## config.mk

```make
export PLATFORM = sky130hd
export DESIGN_NAME = bpd_decoder
export DESIGN_NICKNAME = d
export VERILOG_FILES = /design/src/hdl/bpd_pkg.sv /design/src/hdl/bpd_flag_unit.sv /design/src/hdl/bpd_operand_unit.sv /design/src/hdl/bpd_decoder.sv
export VERILOG_INCLUDE_DIRS = /design/src /design/src/hdl
export SDC_FILE = /design/constraint.sdc
export NUM_CORES = 1
export LEC_CHECK = 0
export ABC_CLOCK_PERIOD_IN_PS = 2700
export BUFFER_PORTS_ARGS = -buffer_cell sky130_fd_sc_hd__buf_2
export CAP_MARGIN = 20
export CORE_ASPECT_RATIO = 1.4
export CORE_MARGIN = 2
export CORE_UTILIZATION = 54
export CTS_CLUSTER_SIZE = 14
export DETAILED_ROUTE_END_ITERATION = 8
export PLACE_DENSITY = 0.76
export SYNTH_ARGS = -nofsm -noshare
export SYNTH_HDL_FRONTEND = slang
export SYNTH_SLANG_ARGS = --single-unit
```

## constraint.sdc

```tcl
create_clock -name clk_i -period 2.7 [get_ports clk_i]
set_clock_uncertainty 0.1 [all_clocks]
set_input_delay 0.135 -clock clk_i [delete_from_list [all_inputs] [get_ports clk_i]]
set_output_delay 0.135 -clock clk_i [all_outputs]
set_load 0.1 [all_outputs]
```

## src/hdl/bpd_defs.svh

```systemverilog
`ifndef BPD_DEFS_SVH
`define BPD_DEFS_SVH
`define BPD_PREFIX_OPCODE    8'h11
`define BPD_ADDR_WIDTH       20
`define BPD_BANK_MSB         19
`define BPD_BANK_LSB         16
`define BPD_HIGH_MSB         15
`define BPD_HIGH_LSB         8
`define BPD_LOW_MSB          7
`define BPD_LOW_LSB          0
`define BPD_DEFAULT_BANK     4'hF
`define BPD_TABLE_LO         16'h0080
`define BPD_TABLE_HI         16'h00BF
`define BPD_REG_FETCH        12'h000
`define BPD_REG_EXEC         12'h004
`define BPD_REG_BANK         12'h008
`define BPD_REG_FLAGCTL      12'h00C
`define BPD_REG_FLAGS        12'h010
`define BPD_REG_STATUS       12'h014
`define BPD_REG_ACC          12'h018
`define BPD_REG_PAIR_BC      12'h01C
`define BPD_REG_PAIR_DE      12'h020
`define BPD_REG_PAIR_HL      12'h024
`define BPD_REG_ADDR_IN      12'h028
`define BPD_REG_ADDR_OUT     12'h02C
`define BPD_REG_OPERAND      12'h030
`define BPD_REG_BRANCH       12'h034
`define BPD_REG_PC           12'h038
`define BPD_REG_REQ          12'h03C
`define BPD_FLAG_Z           2
`define BPD_FLAG_HALF_CARRY  1
`define BPD_FLAG_CARRY       0
`endif

```

## src/hdl/bpd_pkg.sv

```systemverilog
package bpd_pkg;
    typedef enum logic [2:0] {
        BPD_FLAG_KEEP,
        BPD_FLAG_CLEAR,
        BPD_FLAG_SET,
        BPD_FLAG_RESULT,
        BPD_FLAG_RESTORE
    } bpd_flag_mode_e;
    typedef enum {
        BPD_IDLE,
        BPD_PREFIXED
    } bpd_state_e;
endpackage

```

## src/hdl/bpd_flag_unit.sv

```systemverilog
`timescale 1ns/1ps
module bpd_flag_unit (
    input  wire logic                    cur_i,
    input  wire logic                    result_i,
    input  wire logic                    saved_i,
    input  wire bpd_pkg::bpd_flag_mode_e mode_i,
    output logic                         next_o
);
    import bpd_pkg::*;
    // One flag's update by its five behaviours
    always_comb begin
        case (mode_i)
            BPD_FLAG_KEEP:    next_o = cur_i;
            BPD_FLAG_CLEAR:   next_o = 1'b0;
            BPD_FLAG_SET:     next_o = 1'b1;
            BPD_FLAG_RESULT:  next_o = result_i;
            BPD_FLAG_RESTORE: next_o = saved_i;
            default:          next_o = cur_i;
        endcase
    end
endmodule

```

## src/hdl/bpd_operand_unit.sv

```systemverilog
`timescale 1ns/1ps
`include "bpd_defs.svh"
module bpd_operand_unit (
    input  wire logic [15:0] operand_i,
    input  wire logic        long_i,
    input  wire logic [19:0] pc_i,
    output logic [19:0]      target_o,
    output logic             table_ok_o
);
    logic [19:0] disp_ext;
    // Sign extension of short or long offset before adding to the counter
    always_comb begin
        if (long_i) begin
            disp_ext = {{4{operand_i[15]}}, operand_i};
        end else begin
            disp_ext = {{12{operand_i[7]}}, operand_i[7:0]};
        end
        target_o   = pc_i + disp_ext;
        table_ok_o = (operand_i >= `BPD_TABLE_LO) && (operand_i <= `BPD_TABLE_HI)
                     && !operand_i[0];
    end
endmodule

```

## src/hdl/bpd_decoder.sv

```systemverilog
// Our own choices: the register offsets and the APB register port.
`timescale 1ns/1ps
`include "bpd_defs.svh"
// How it works
// - Prefixed access address is bank register above the 16-bit address.
// - Fetched byte 11H marks prefix; the next opcode is decoded unchanged.
// - Override lasts for exactly one following instruction, then clears.
// - Interrupt and DMA grants are blocked from prefix until instruction completes.
// - Zero, half-carry, carry each keep, clear, set, compute or restore.
// - 20-bit value splits into bank 19:16, high 15:8, low 7:0.
// - Table-call operand valid only when even within 0080H to 00BFH.
// - Short and long offsets sign-extend before adding to program counter.
// - Byte accumulator, companion byte, and three 16-bit pairs are held.
module bpd_decoder (
    input  wire logic        clk_i,
    input  wire logic        rst_b_i,
    input  wire logic        psel,
    input  wire logic        penable,
    input  wire logic        pwrite,
    input  wire logic [11:0] paddr,
    input  wire logic [31:0] pwdata,
    output logic [31:0]      prdata,
    output logic             pready,
    output logic             pslverr,
    input  wire logic        irq_req_i,
    input  wire logic        dma_req_i,
    output logic             irq_ack_o,
    output logic             dma_grant_o
);
    import bpd_pkg::*;

    typedef struct packed {
        logic        prefixed;
        logic [3:0]  bank;
        logic [2:0]  flags;
        logic [2:0]  saved;
        logic [8:0]  flagctl_dummy;
        logic [7:0]  acc_lo;
        logic [7:0]  acc_hi;
        logic [15:0] pair_bc;
        logic [15:0] pair_de;
        logic [15:0] pair_hl;
        logic [15:0] addr_in;
        logic [19:0] addr_out;
        logic        ext_out;
        logic [15:0] operand;
        logic        long_sel;
        logic [19:0] pc;
        logic [19:0] target;
        logic        table_ok;
        logic [7:0]  last_op;
        logic        irq_ack;
        logic        dma_grant;
        logic [31:0] rdata;
    } bpd_state_s;

    bpd_state_s q, d;
    logic        wr_en;
    logic        rd_en;
    logic [2:0]  flag_next;
    logic [2:0]  result_flags;
    logic [8:0]  modes;
    logic [19:0] target_w;
    logic        table_ok_w;
    logic        blocked;
    logic        exec_w;

    assign wr_en   = psel && penable && pwrite;
    // Reads load data in the setup cycle, so it stands through the access phase
    assign rd_en   = psel && !penable && !pwrite;
    assign pready  = 1'b1;
    assign pslverr = 1'b0;
    assign prdata  = q.rdata;
    assign irq_ack_o   = q.irq_ack;
    assign dma_grant_o = q.dma_grant;
    assign modes       = q.flagctl_dummy;
    assign result_flags = pwdata[6:4];
    assign blocked     = q.prefixed;
    assign exec_w      = wr_en && (paddr == `BPD_REG_EXEC);

    // Per-flag update units
    genvar g;
    generate
        for (g = 0; g < 3; g = g + 1) begin : g_flag
            bpd_flag_unit u_flag (
                .cur_i    (q.flags[g]),
                .result_i (result_flags[g]),
                .saved_i  (q.saved[g]),
                .mode_i   (bpd_flag_mode_e'(modes[g*3 +: 3])),
                .next_o   (flag_next[g])
            );
        end
    endgenerate

    // Operand interpretation
    bpd_operand_unit u_oper (
        .operand_i  (q.operand),
        .long_i     (q.long_sel),
        .pc_i       (q.pc),
        .target_o   (target_w),
        .table_ok_o (table_ok_w)
    );

    // Next-state logic for decode, registers and bus
    always_comb begin
        d = q;
        d.irq_ack   = 1'b0;
        d.dma_grant = 1'b0;
        d.target    = target_w;
        d.table_ok  = table_ok_w;
        // Acknowledge only outside a prefix pair
        if (!blocked && irq_req_i) begin
            d.irq_ack = 1'b1;
        end
        if (!blocked && dma_req_i && !irq_req_i) begin
            d.dma_grant = 1'b1;
        end
        if (wr_en) begin
            case (paddr)
                `BPD_REG_FETCH: begin
                    d.last_op = pwdata[7:0];
                    if (pwdata[7:0] == `BPD_PREFIX_OPCODE && !q.prefixed) begin
                        d.prefixed = 1'b1;
                    end
                end
                `BPD_REG_EXEC: begin
                    // Instruction completes; prefix consumed
                    if (q.prefixed) begin
                        d.addr_out = {q.bank, q.addr_in};
                        d.ext_out  = 1'b1;
                    end else begin
                        d.addr_out = {`BPD_DEFAULT_BANK, q.addr_in};
                        d.ext_out  = 1'b0;
                    end
                    d.prefixed = 1'b0;
                    d.saved    = q.flags;
                    d.flags    = flag_next;
                end
                `BPD_REG_BANK:    d.bank = pwdata[3:0];
                `BPD_REG_FLAGCTL: d.flagctl_dummy = pwdata[8:0];
                `BPD_REG_FLAGS:   d.flags = pwdata[2:0];
                `BPD_REG_ACC: begin
                    d.acc_lo = pwdata[7:0];
                    d.acc_hi = pwdata[15:8];
                end
                `BPD_REG_PAIR_BC: d.pair_bc = pwdata[15:0];
                `BPD_REG_PAIR_DE: d.pair_de = pwdata[15:0];
                `BPD_REG_PAIR_HL: d.pair_hl = pwdata[15:0];
                `BPD_REG_ADDR_IN: d.addr_in = pwdata[15:0];
                `BPD_REG_OPERAND: begin
                    d.operand  = pwdata[15:0];
                    d.long_sel = pwdata[16];
                end
                `BPD_REG_PC:      d.pc = pwdata[19:0];
                default: begin
                end
            endcase
        end
        // Read data holds until the setup cycle of the next read
        if (rd_en) begin
            case (paddr)
                `BPD_REG_FETCH:   d.rdata = {24'h000000, q.last_op};
                `BPD_REG_BANK:    d.rdata = {28'h0000000, q.bank};
                `BPD_REG_FLAGCTL: d.rdata = {23'h000000, q.flagctl_dummy};
                `BPD_REG_FLAGS:   d.rdata = {29'h00000000, q.flags};
                `BPD_REG_STATUS:  d.rdata = {29'h00000000, q.ext_out, q.table_ok,
                                             q.prefixed};
                `BPD_REG_ACC:     d.rdata = {16'h0000, q.acc_hi, q.acc_lo};
                `BPD_REG_PAIR_BC: d.rdata = {16'h0000, q.pair_bc};
                `BPD_REG_PAIR_DE: d.rdata = {16'h0000, q.pair_de};
                `BPD_REG_PAIR_HL: d.rdata = {16'h0000, q.pair_hl};
                `BPD_REG_ADDR_IN: d.rdata = {16'h0000, q.addr_in};
                // Fields placed bank, high, low
                `BPD_REG_ADDR_OUT: d.rdata = {12'h000,
                    q.addr_out[`BPD_BANK_MSB:`BPD_BANK_LSB],
                    q.addr_out[`BPD_HIGH_MSB:`BPD_HIGH_LSB],
                    q.addr_out[`BPD_LOW_MSB:`BPD_LOW_LSB]};
                `BPD_REG_OPERAND: d.rdata = {15'h0000, q.long_sel, q.operand};
                `BPD_REG_BRANCH:  d.rdata = {12'h000, q.target};
                `BPD_REG_PC:      d.rdata = {12'h000, q.pc};
                default:          d.rdata = 32'h0000_0000;
            endcase
        end
    end

    // State register
    always_ff @(posedge clk_i) begin
        if (!rst_b_i) begin
            q <= '0;
        end else begin
            q <= d;
        end
    end

    // Grants are held off across a prefixed pair and resume right after it
    a_no_ack_prefix: assert property (@(posedge clk_i) disable iff (!rst_b_i)
        q.prefixed |=> !irq_ack_o && !dma_grant_o)
        else $error("grant during prefix");
    a_irq_resume: assert property (@(posedge clk_i) disable iff (!rst_b_i)
        (!q.prefixed && irq_req_i) |=> irq_ack_o)
        else $error("interrupt not acknowledged");
    a_dma_resume: assert property (@(posedge clk_i) disable iff (!rst_b_i)
        (!q.prefixed && dma_req_i && !irq_req_i) |=> dma_grant_o)
        else $error("transfer not granted");

    // Prefix detection and its one-instruction lifetime
    a_prefix_sets: assert property (@(posedge clk_i) disable iff (!rst_b_i)
        (wr_en && paddr == `BPD_REG_FETCH && pwdata[7:0] == 8'h11) |=> q.prefixed)
        else $error("prefix not seen");
    a_one_shot: assert property (@(posedge clk_i) disable iff (!rst_b_i)
        exec_w |=> !q.prefixed)
        else $error("prefix kept");
    a_plain_ext: assert property (@(posedge clk_i) disable iff (!rst_b_i)
        (exec_w && !q.prefixed) |=> !q.ext_out)
        else $error("extension without prefix");

    // Address forming, bank sampling and field layout
    a_ext_addr: assert property (@(posedge clk_i) disable iff (!rst_b_i)
        (exec_w && q.prefixed) |=> q.addr_out == {$past(q.bank), $past(q.addr_in)})
        else $error("bad ext addr");
    a_plain_addr: assert property (@(posedge clk_i) disable iff (!rst_b_i)
        (exec_w && !q.prefixed) |=> q.addr_out[19:16] == `BPD_DEFAULT_BANK)
        else $error("bad window");
    a_bank_load: assert property (@(posedge clk_i) disable iff (!rst_b_i)
        (wr_en && paddr == `BPD_REG_BANK) |=> q.bank == $past(pwdata[3:0]))
        else $error("bank not loaded");
    a_bank_hold: assert property (@(posedge clk_i) disable iff (!rst_b_i)
        !(wr_en && paddr == `BPD_REG_BANK) |=> $stable(q.bank))
        else $error("bank moved");
    a_addr_in_load: assert property (@(posedge clk_i) disable iff (!rst_b_i)
        (wr_en && paddr == `BPD_REG_ADDR_IN) |=> q.addr_in == $past(pwdata[15:0]))
        else $error("address not loaded");
    a_field_split: assert property (@(posedge clk_i) disable iff (!rst_b_i)
        (rd_en && paddr == `BPD_REG_ADDR_OUT) |=> prdata == {12'h000, $past(q.addr_out)})
        else $error("field layout");

    // Flag behaviours at instruction completion
    a_flag_keep: assert property (@(posedge clk_i) disable iff (!rst_b_i)
        (exec_w && q.flagctl_dummy == 9'h000) |=> $stable(q.flags))
        else $error("flags moved");
    a_flag_set: assert property (@(posedge clk_i) disable iff (!rst_b_i)
        (exec_w && q.flagctl_dummy == 9'h092) |=> q.flags == 3'b111)
        else $error("flags not set");
    a_flag_clear: assert property (@(posedge clk_i) disable iff (!rst_b_i)
        (exec_w && q.flagctl_dummy == 9'h049) |=> q.flags == 3'b000)
        else $error("flags not cleared");
    a_flag_restore: assert property (@(posedge clk_i) disable iff (!rst_b_i)
        (exec_w && q.flagctl_dummy == 9'h124) |=> q.flags == $past(q.saved))
        else $error("flags not restored");
    a_flag_saved: assert property (@(posedge clk_i) disable iff (!rst_b_i)
        exec_w |=> q.saved == $past(q.flags))
        else $error("flags not saved");

    // Operand interpretation
    a_table_range: assert property (@(posedge clk_i) disable iff (!rst_b_i)
        table_ok_w |-> (q.operand >= 16'h0080 && q.operand <= 16'h00BF && !q.operand[0]))
        else $error("table range");
    a_table_odd: assert property (@(posedge clk_i) disable iff (!rst_b_i)
        q.operand[0] |-> !table_ok_w)
        else $error("odd table address");
    a_table_inside: assert property (@(posedge clk_i) disable iff (!rst_b_i)
        (q.operand >= 16'h0080 && q.operand <= 16'h00BF && !q.operand[0]) |-> table_ok_w)
        else $error("table address refused");
    a_short_branch: assert property (@(posedge clk_i) disable iff (!rst_b_i)
        !q.long_sel |-> target_w == q.pc + {{12{q.operand[7]}}, q.operand[7:0]})
        else $error("branch ext");
    a_long_branch: assert property (@(posedge clk_i) disable iff (!rst_b_i)
        q.long_sel |-> target_w == q.pc + {{4{q.operand[15]}}, q.operand})
        else $error("long branch ext");
    a_pc_load: assert property (@(posedge clk_i) disable iff (!rst_b_i)
        (wr_en && paddr == `BPD_REG_PC) |=> q.pc == $past(pwdata[19:0]))
        else $error("counter not loaded");

    // Register file
    a_acc_word: assert property (@(posedge clk_i) disable iff (!rst_b_i)
        (wr_en && paddr == `BPD_REG_ACC) |=> {q.acc_hi, q.acc_lo} == $past(pwdata[15:0]))
        else $error("accumulator not loaded");
    a_pair_bc: assert property (@(posedge clk_i) disable iff (!rst_b_i)
        (wr_en && paddr == `BPD_REG_PAIR_BC) |=> q.pair_bc == $past(pwdata[15:0]))
        else $error("first pair not loaded");
    a_pair_de: assert property (@(posedge clk_i) disable iff (!rst_b_i)
        (wr_en && paddr == `BPD_REG_PAIR_DE) |=> q.pair_de == $past(pwdata[15:0]))
        else $error("second pair not loaded");
    a_pair_hl: assert property (@(posedge clk_i) disable iff (!rst_b_i)
        (wr_en && paddr == `BPD_REG_PAIR_HL) |=> q.pair_hl == $past(pwdata[15:0]))
        else $error("third pair not loaded");

    // Read data stands between reads
    a_rdata_hold: assert property (@(posedge clk_i) disable iff (!rst_b_i)
        !rd_en |=> $stable(prdata))
        else $error("read data moved");

    // Main scenarios reached
    c_prefix_exec: cover property (@(posedge clk_i) q.prefixed ##[1:8] !q.prefixed);
    c_irq_held: cover property (@(posedge clk_i) q.prefixed && irq_req_i);
    c_dma_grant: cover property (@(posedge clk_i) dma_grant_o);
    c_long_branch: cover property (@(posedge clk_i) q.long_sel);
    c_flag_restore: cover property (@(posedge clk_i) exec_w && q.flagctl_dummy == 9'h124);
endmodule

```

==> flow_metrics.env <==
export IMPL_status="completed"
export IMPL_synth_most_common_cell="nand2_1"
export IMPL_grt_pass1_wl_mm=53.3
export IMPL_synth_edff_count=0
export IMPL_max_slew_margin_pct=53.2
export IMPL_synth_cell_types=71
export IMPL_grt_max_degree=54
export IMPL_p_per_area_mw_per_mm2=565
export IMPL_portBuffers=60
export IMPL_grt_pass1_vias=9532
export IMPL_post_cts_buffers=0
export IMPL_ys_seq_area_share_pct=40.6
export IMPL_wl_mm=35.3
export IMPL_syn_cell_area_sq_mm=0.0103
export IMPL_chipWidth_um=121
export IMPL_min_path_type="input port to register"
export IMPL_endpoint_kind="register"
export IMPL_io_pins=87
export IMPL_clock_latency_ps=520
export IMPL_arrival_ps=2880
export IMPL_finalCritPeriodShare_pct=96.0
export IMPL_maxCapViolations=0
export IMPL_via_per_inst=6.15
export IMPL_crit_fanout=4
export IMPL_syn_avg_cell_area_sq_um=7.86
export IMPL_grt_overflow=0
export IMPL_rsz0062_at_grt="false"
export IMPL_wl_per_cell_um=21.6
export IMPL_synth_top_area_cell="dfxtp_1"
export IMPL_worst_pin_slew_ps=700
export IMPL_initial_core_util_pct=55.2
export IMPL_fin_tns_setup_ps=0
export IMPL_worst_slack_ps=109
export IMPL_reg2reg_slack_ps=110
export IMPL_synth_top_cell_area_share_pct=40.6
export IMPL_required_ps=2990
export IMPL_tritoncts="done"
export IMPL_start_kind="register"
export IMPL_final_max_slew_violation_count=0
export IMPL_cts_buffers=22
export IMPL_drive_above_1_share_pct=14.2
export IMPL_final_antenna_net_count=0
export IMPL_leakage_nw=4.25
export IMPL_ir_worst_vdd_mv=0.539
export IMPL_drt_initial_drc_count=1103
export IMPL_core_sq_mm=0.0187
export IMPL_grt_usage_pct=34.1
export IMPL_cts_sinks=209
export IMPL_pre_cts_slack_ps=85.7
export IMPL_layout_nets=1450
export IMPL_synth_top_flop_cell="dfxtp_1"
export IMPL_holdPathStages=5
export IMPL_die_height_um=167
export IMPL_synth_common_cells="nand2_1, dfxtp_1, a21oi_1, nor2_1, clkbuf_1"
export IMPL_hpwl_mm=24.5
export IMPL_synthTopCellsByArea="dfxtp_1, nand2_1, a21oi_1"
export IMPL_synth_seq_cells=209
export IMPL_rr_startpoint="q[84]"
export IMPL_rows=59
export IMPL_dieArea_sq_mm=0.0202
export IMPL_n_antenna_cell=0
export IMPL_cts_buffer_depth=3
export IMPL_synthArstFlopShare_pct=0
export IMPL_synth_cells=1312
export IMPL_synthToLayoutAreaGrowth_pct=15.8
export IMPL_hp_start="penable"
export IMPL_root_buffer="clkbuf_16"
export IMPL_vias=10100
export IMPL_max_freq_mhz=386
export IMPL_fillCellCount=1659
export IMPL_power_mw=6.75
export IMPL_min_period_ps=2590
export IMPL_hold_viol=0
export IMPL_setup_viol=0
export IMPL_antenna_found_initial=0
export IMPL_reg2reg_to="q[57]"
export IMPL_reg2reg_depth=8
export IMPL_cts_htree_levels=1
export IMPL_place_congestion=0.980
export IMPL_clkTransAtPathRegs_ps=60
export IMPL_ys_warn_count=0
export IMPL_first_pass_iters=5
export IMPL_hold_end="prdata[16]"
export IMPL_drc=0
export IMPL_crit_type="register to register"
logic make-up (layout without fill, tap and decap cells):
| kind of cell | count (synthesis) | count (layout) | share of synthesized area [%] |
|---|---|---|---|
| simple gates | 545 | 545 | 23.4 |
| xor+xnor | 15 | 15 | 1.27 |
| fa+ha+maj | 20 | 20 | 2.50 |
| mux | 60 | 60 | 5.99 |
| compound gates | 332 | 332 | 19.8 |
| other cells | 2 | 14 | 0.0729 |
| flops | 209 | 209 | 40.6 |
| buf+inv | 129 | 200 | 6.42 |
registers in the layout, summed over array words and instances, names as in the netlist:
register / flops
dma_grant_o: 1
prdata: 20
irq_ack_o: 1
modes: 9
blocked: 1
q: 177
how the worst max path moves through the flow:
stage	start	to	slack, ps	depth (start not counted)
3_5_place_dp	q[84]	q[57]	90	8
6_report	q[84]	q[57]	110	8
5_1_grt	q[84]	q[57]	30	8
2_1_floorplan	q[63]	q[57]	180	8
3_3_place_gp	q[84]	q[57]	120	8
4_1_cts	q[84]	q[57]	60	8
worst max-delay path, cell delays in order (launching register included):
cell      delay, ps
dfxtp_1         350
ha_1            250
fa_1            410
a211oi_2        240
o211ai_1        150
a31o_2          290
a21oi_1         210
and3b_1         200
o311a_1         270
metal layers:
| metal | vias up | routed length [um] | part of all wire [%] | global-route usage [%] |
|---|---|---|---|---|
| li1 | 4681 | - | - | - |
| met1 | 4674 | 13200 | 37 | 41.4 |
| met2 | 565 | 16600 | 47 | 57.4 |
| met3 | 158 | 2810 | 7.9 | 3.78 |
| met4 | 0 | 2670 | 7.6 | 21.2 |
| met5 | - | 0 | 0 | 0 |
cell usage in the layout, fill, tap and decap left out, types with 6 or more instances in the layout:
cell / count
nor3_1: 18
nand3_1: 22
o21ai_0: 39
mux2_2: 13
nand2_1: 350
dlygate4sd3_1: 28
o211ai_1: 6
dfxtp_1: 209
and3_1: 9
buf_2: 60
a31oi_1: 7
xnor2_1: 8
a22o_1: 6
ha_1: 18
conb_1: 14
xor2_1: 7
a22oi_1: 22
a21o_1: 6
buf_4: 59
nor2_1: 77
nand4_1: 7
a311oi_1: 7
clkbuf_16: 23
a221oi_1: 10
mux2i_1: 47
and2_1: 8
a21oi_1: 172
inv_1: 8
report_power, final:
group | internal, mW | total, mW | switching, mW | leakage [nW]
sequential | 3.08 | 3.08 | 0.000367 | 1.68
clock | 1.93 | 3.24 | 1.31 | 0.374
combinational | 0.0983 | 0.423 | 0.325 | 2.19
total | 5.11 | 6.75 | 1.63 | 4.25
metrics by stage:
| stage | utilization, % | std cells | hold slack, ps | instance area (sq um) |
|---|---|---|---|---|
| floorplan | - | 1324 | 112 | 10400 |
| global placement | 58.2 | 1571 | 224 | 10900 |
| detailed placement | 58.2 | 1571 | 225 | 10900 |
| CTS | 63.8 | 1639 | 122 | 11900 |
| global route | 63.9 | 1639 | 169 | 11900 |
| finish | 63.9 | 1639 | 128 | 11900 |
layout make-up:
| class | instances | area, sq um | area share, % |
|---|---|---|---|
| multi-input combinational | 986 | 5530 | 46.3 |
| timing repair buffer | 151 | 1100 | 9.25 |
| clock buffer | 28 | 624 | 5.23 |
| clock inverter | 12 | 146 | 1.23 |
| inverter | 9 | 38.8 | 0.325 |
| sequential | 209 | 4180 | 35.1 |
| tap | 244 | 305 | 2.56 |
repair_timing:
| item | 4_1_cts | 5_1_grt |
|---|---|---|
| hold buffers | 28 | 0 |
| resized for setup | 0 | 4 |
| endpoints found under the hold margin | 145 | 0 |
| setup endpoints to repair | 0 | 7 |
Note: power is estimated with default switching activity, not from simulation.
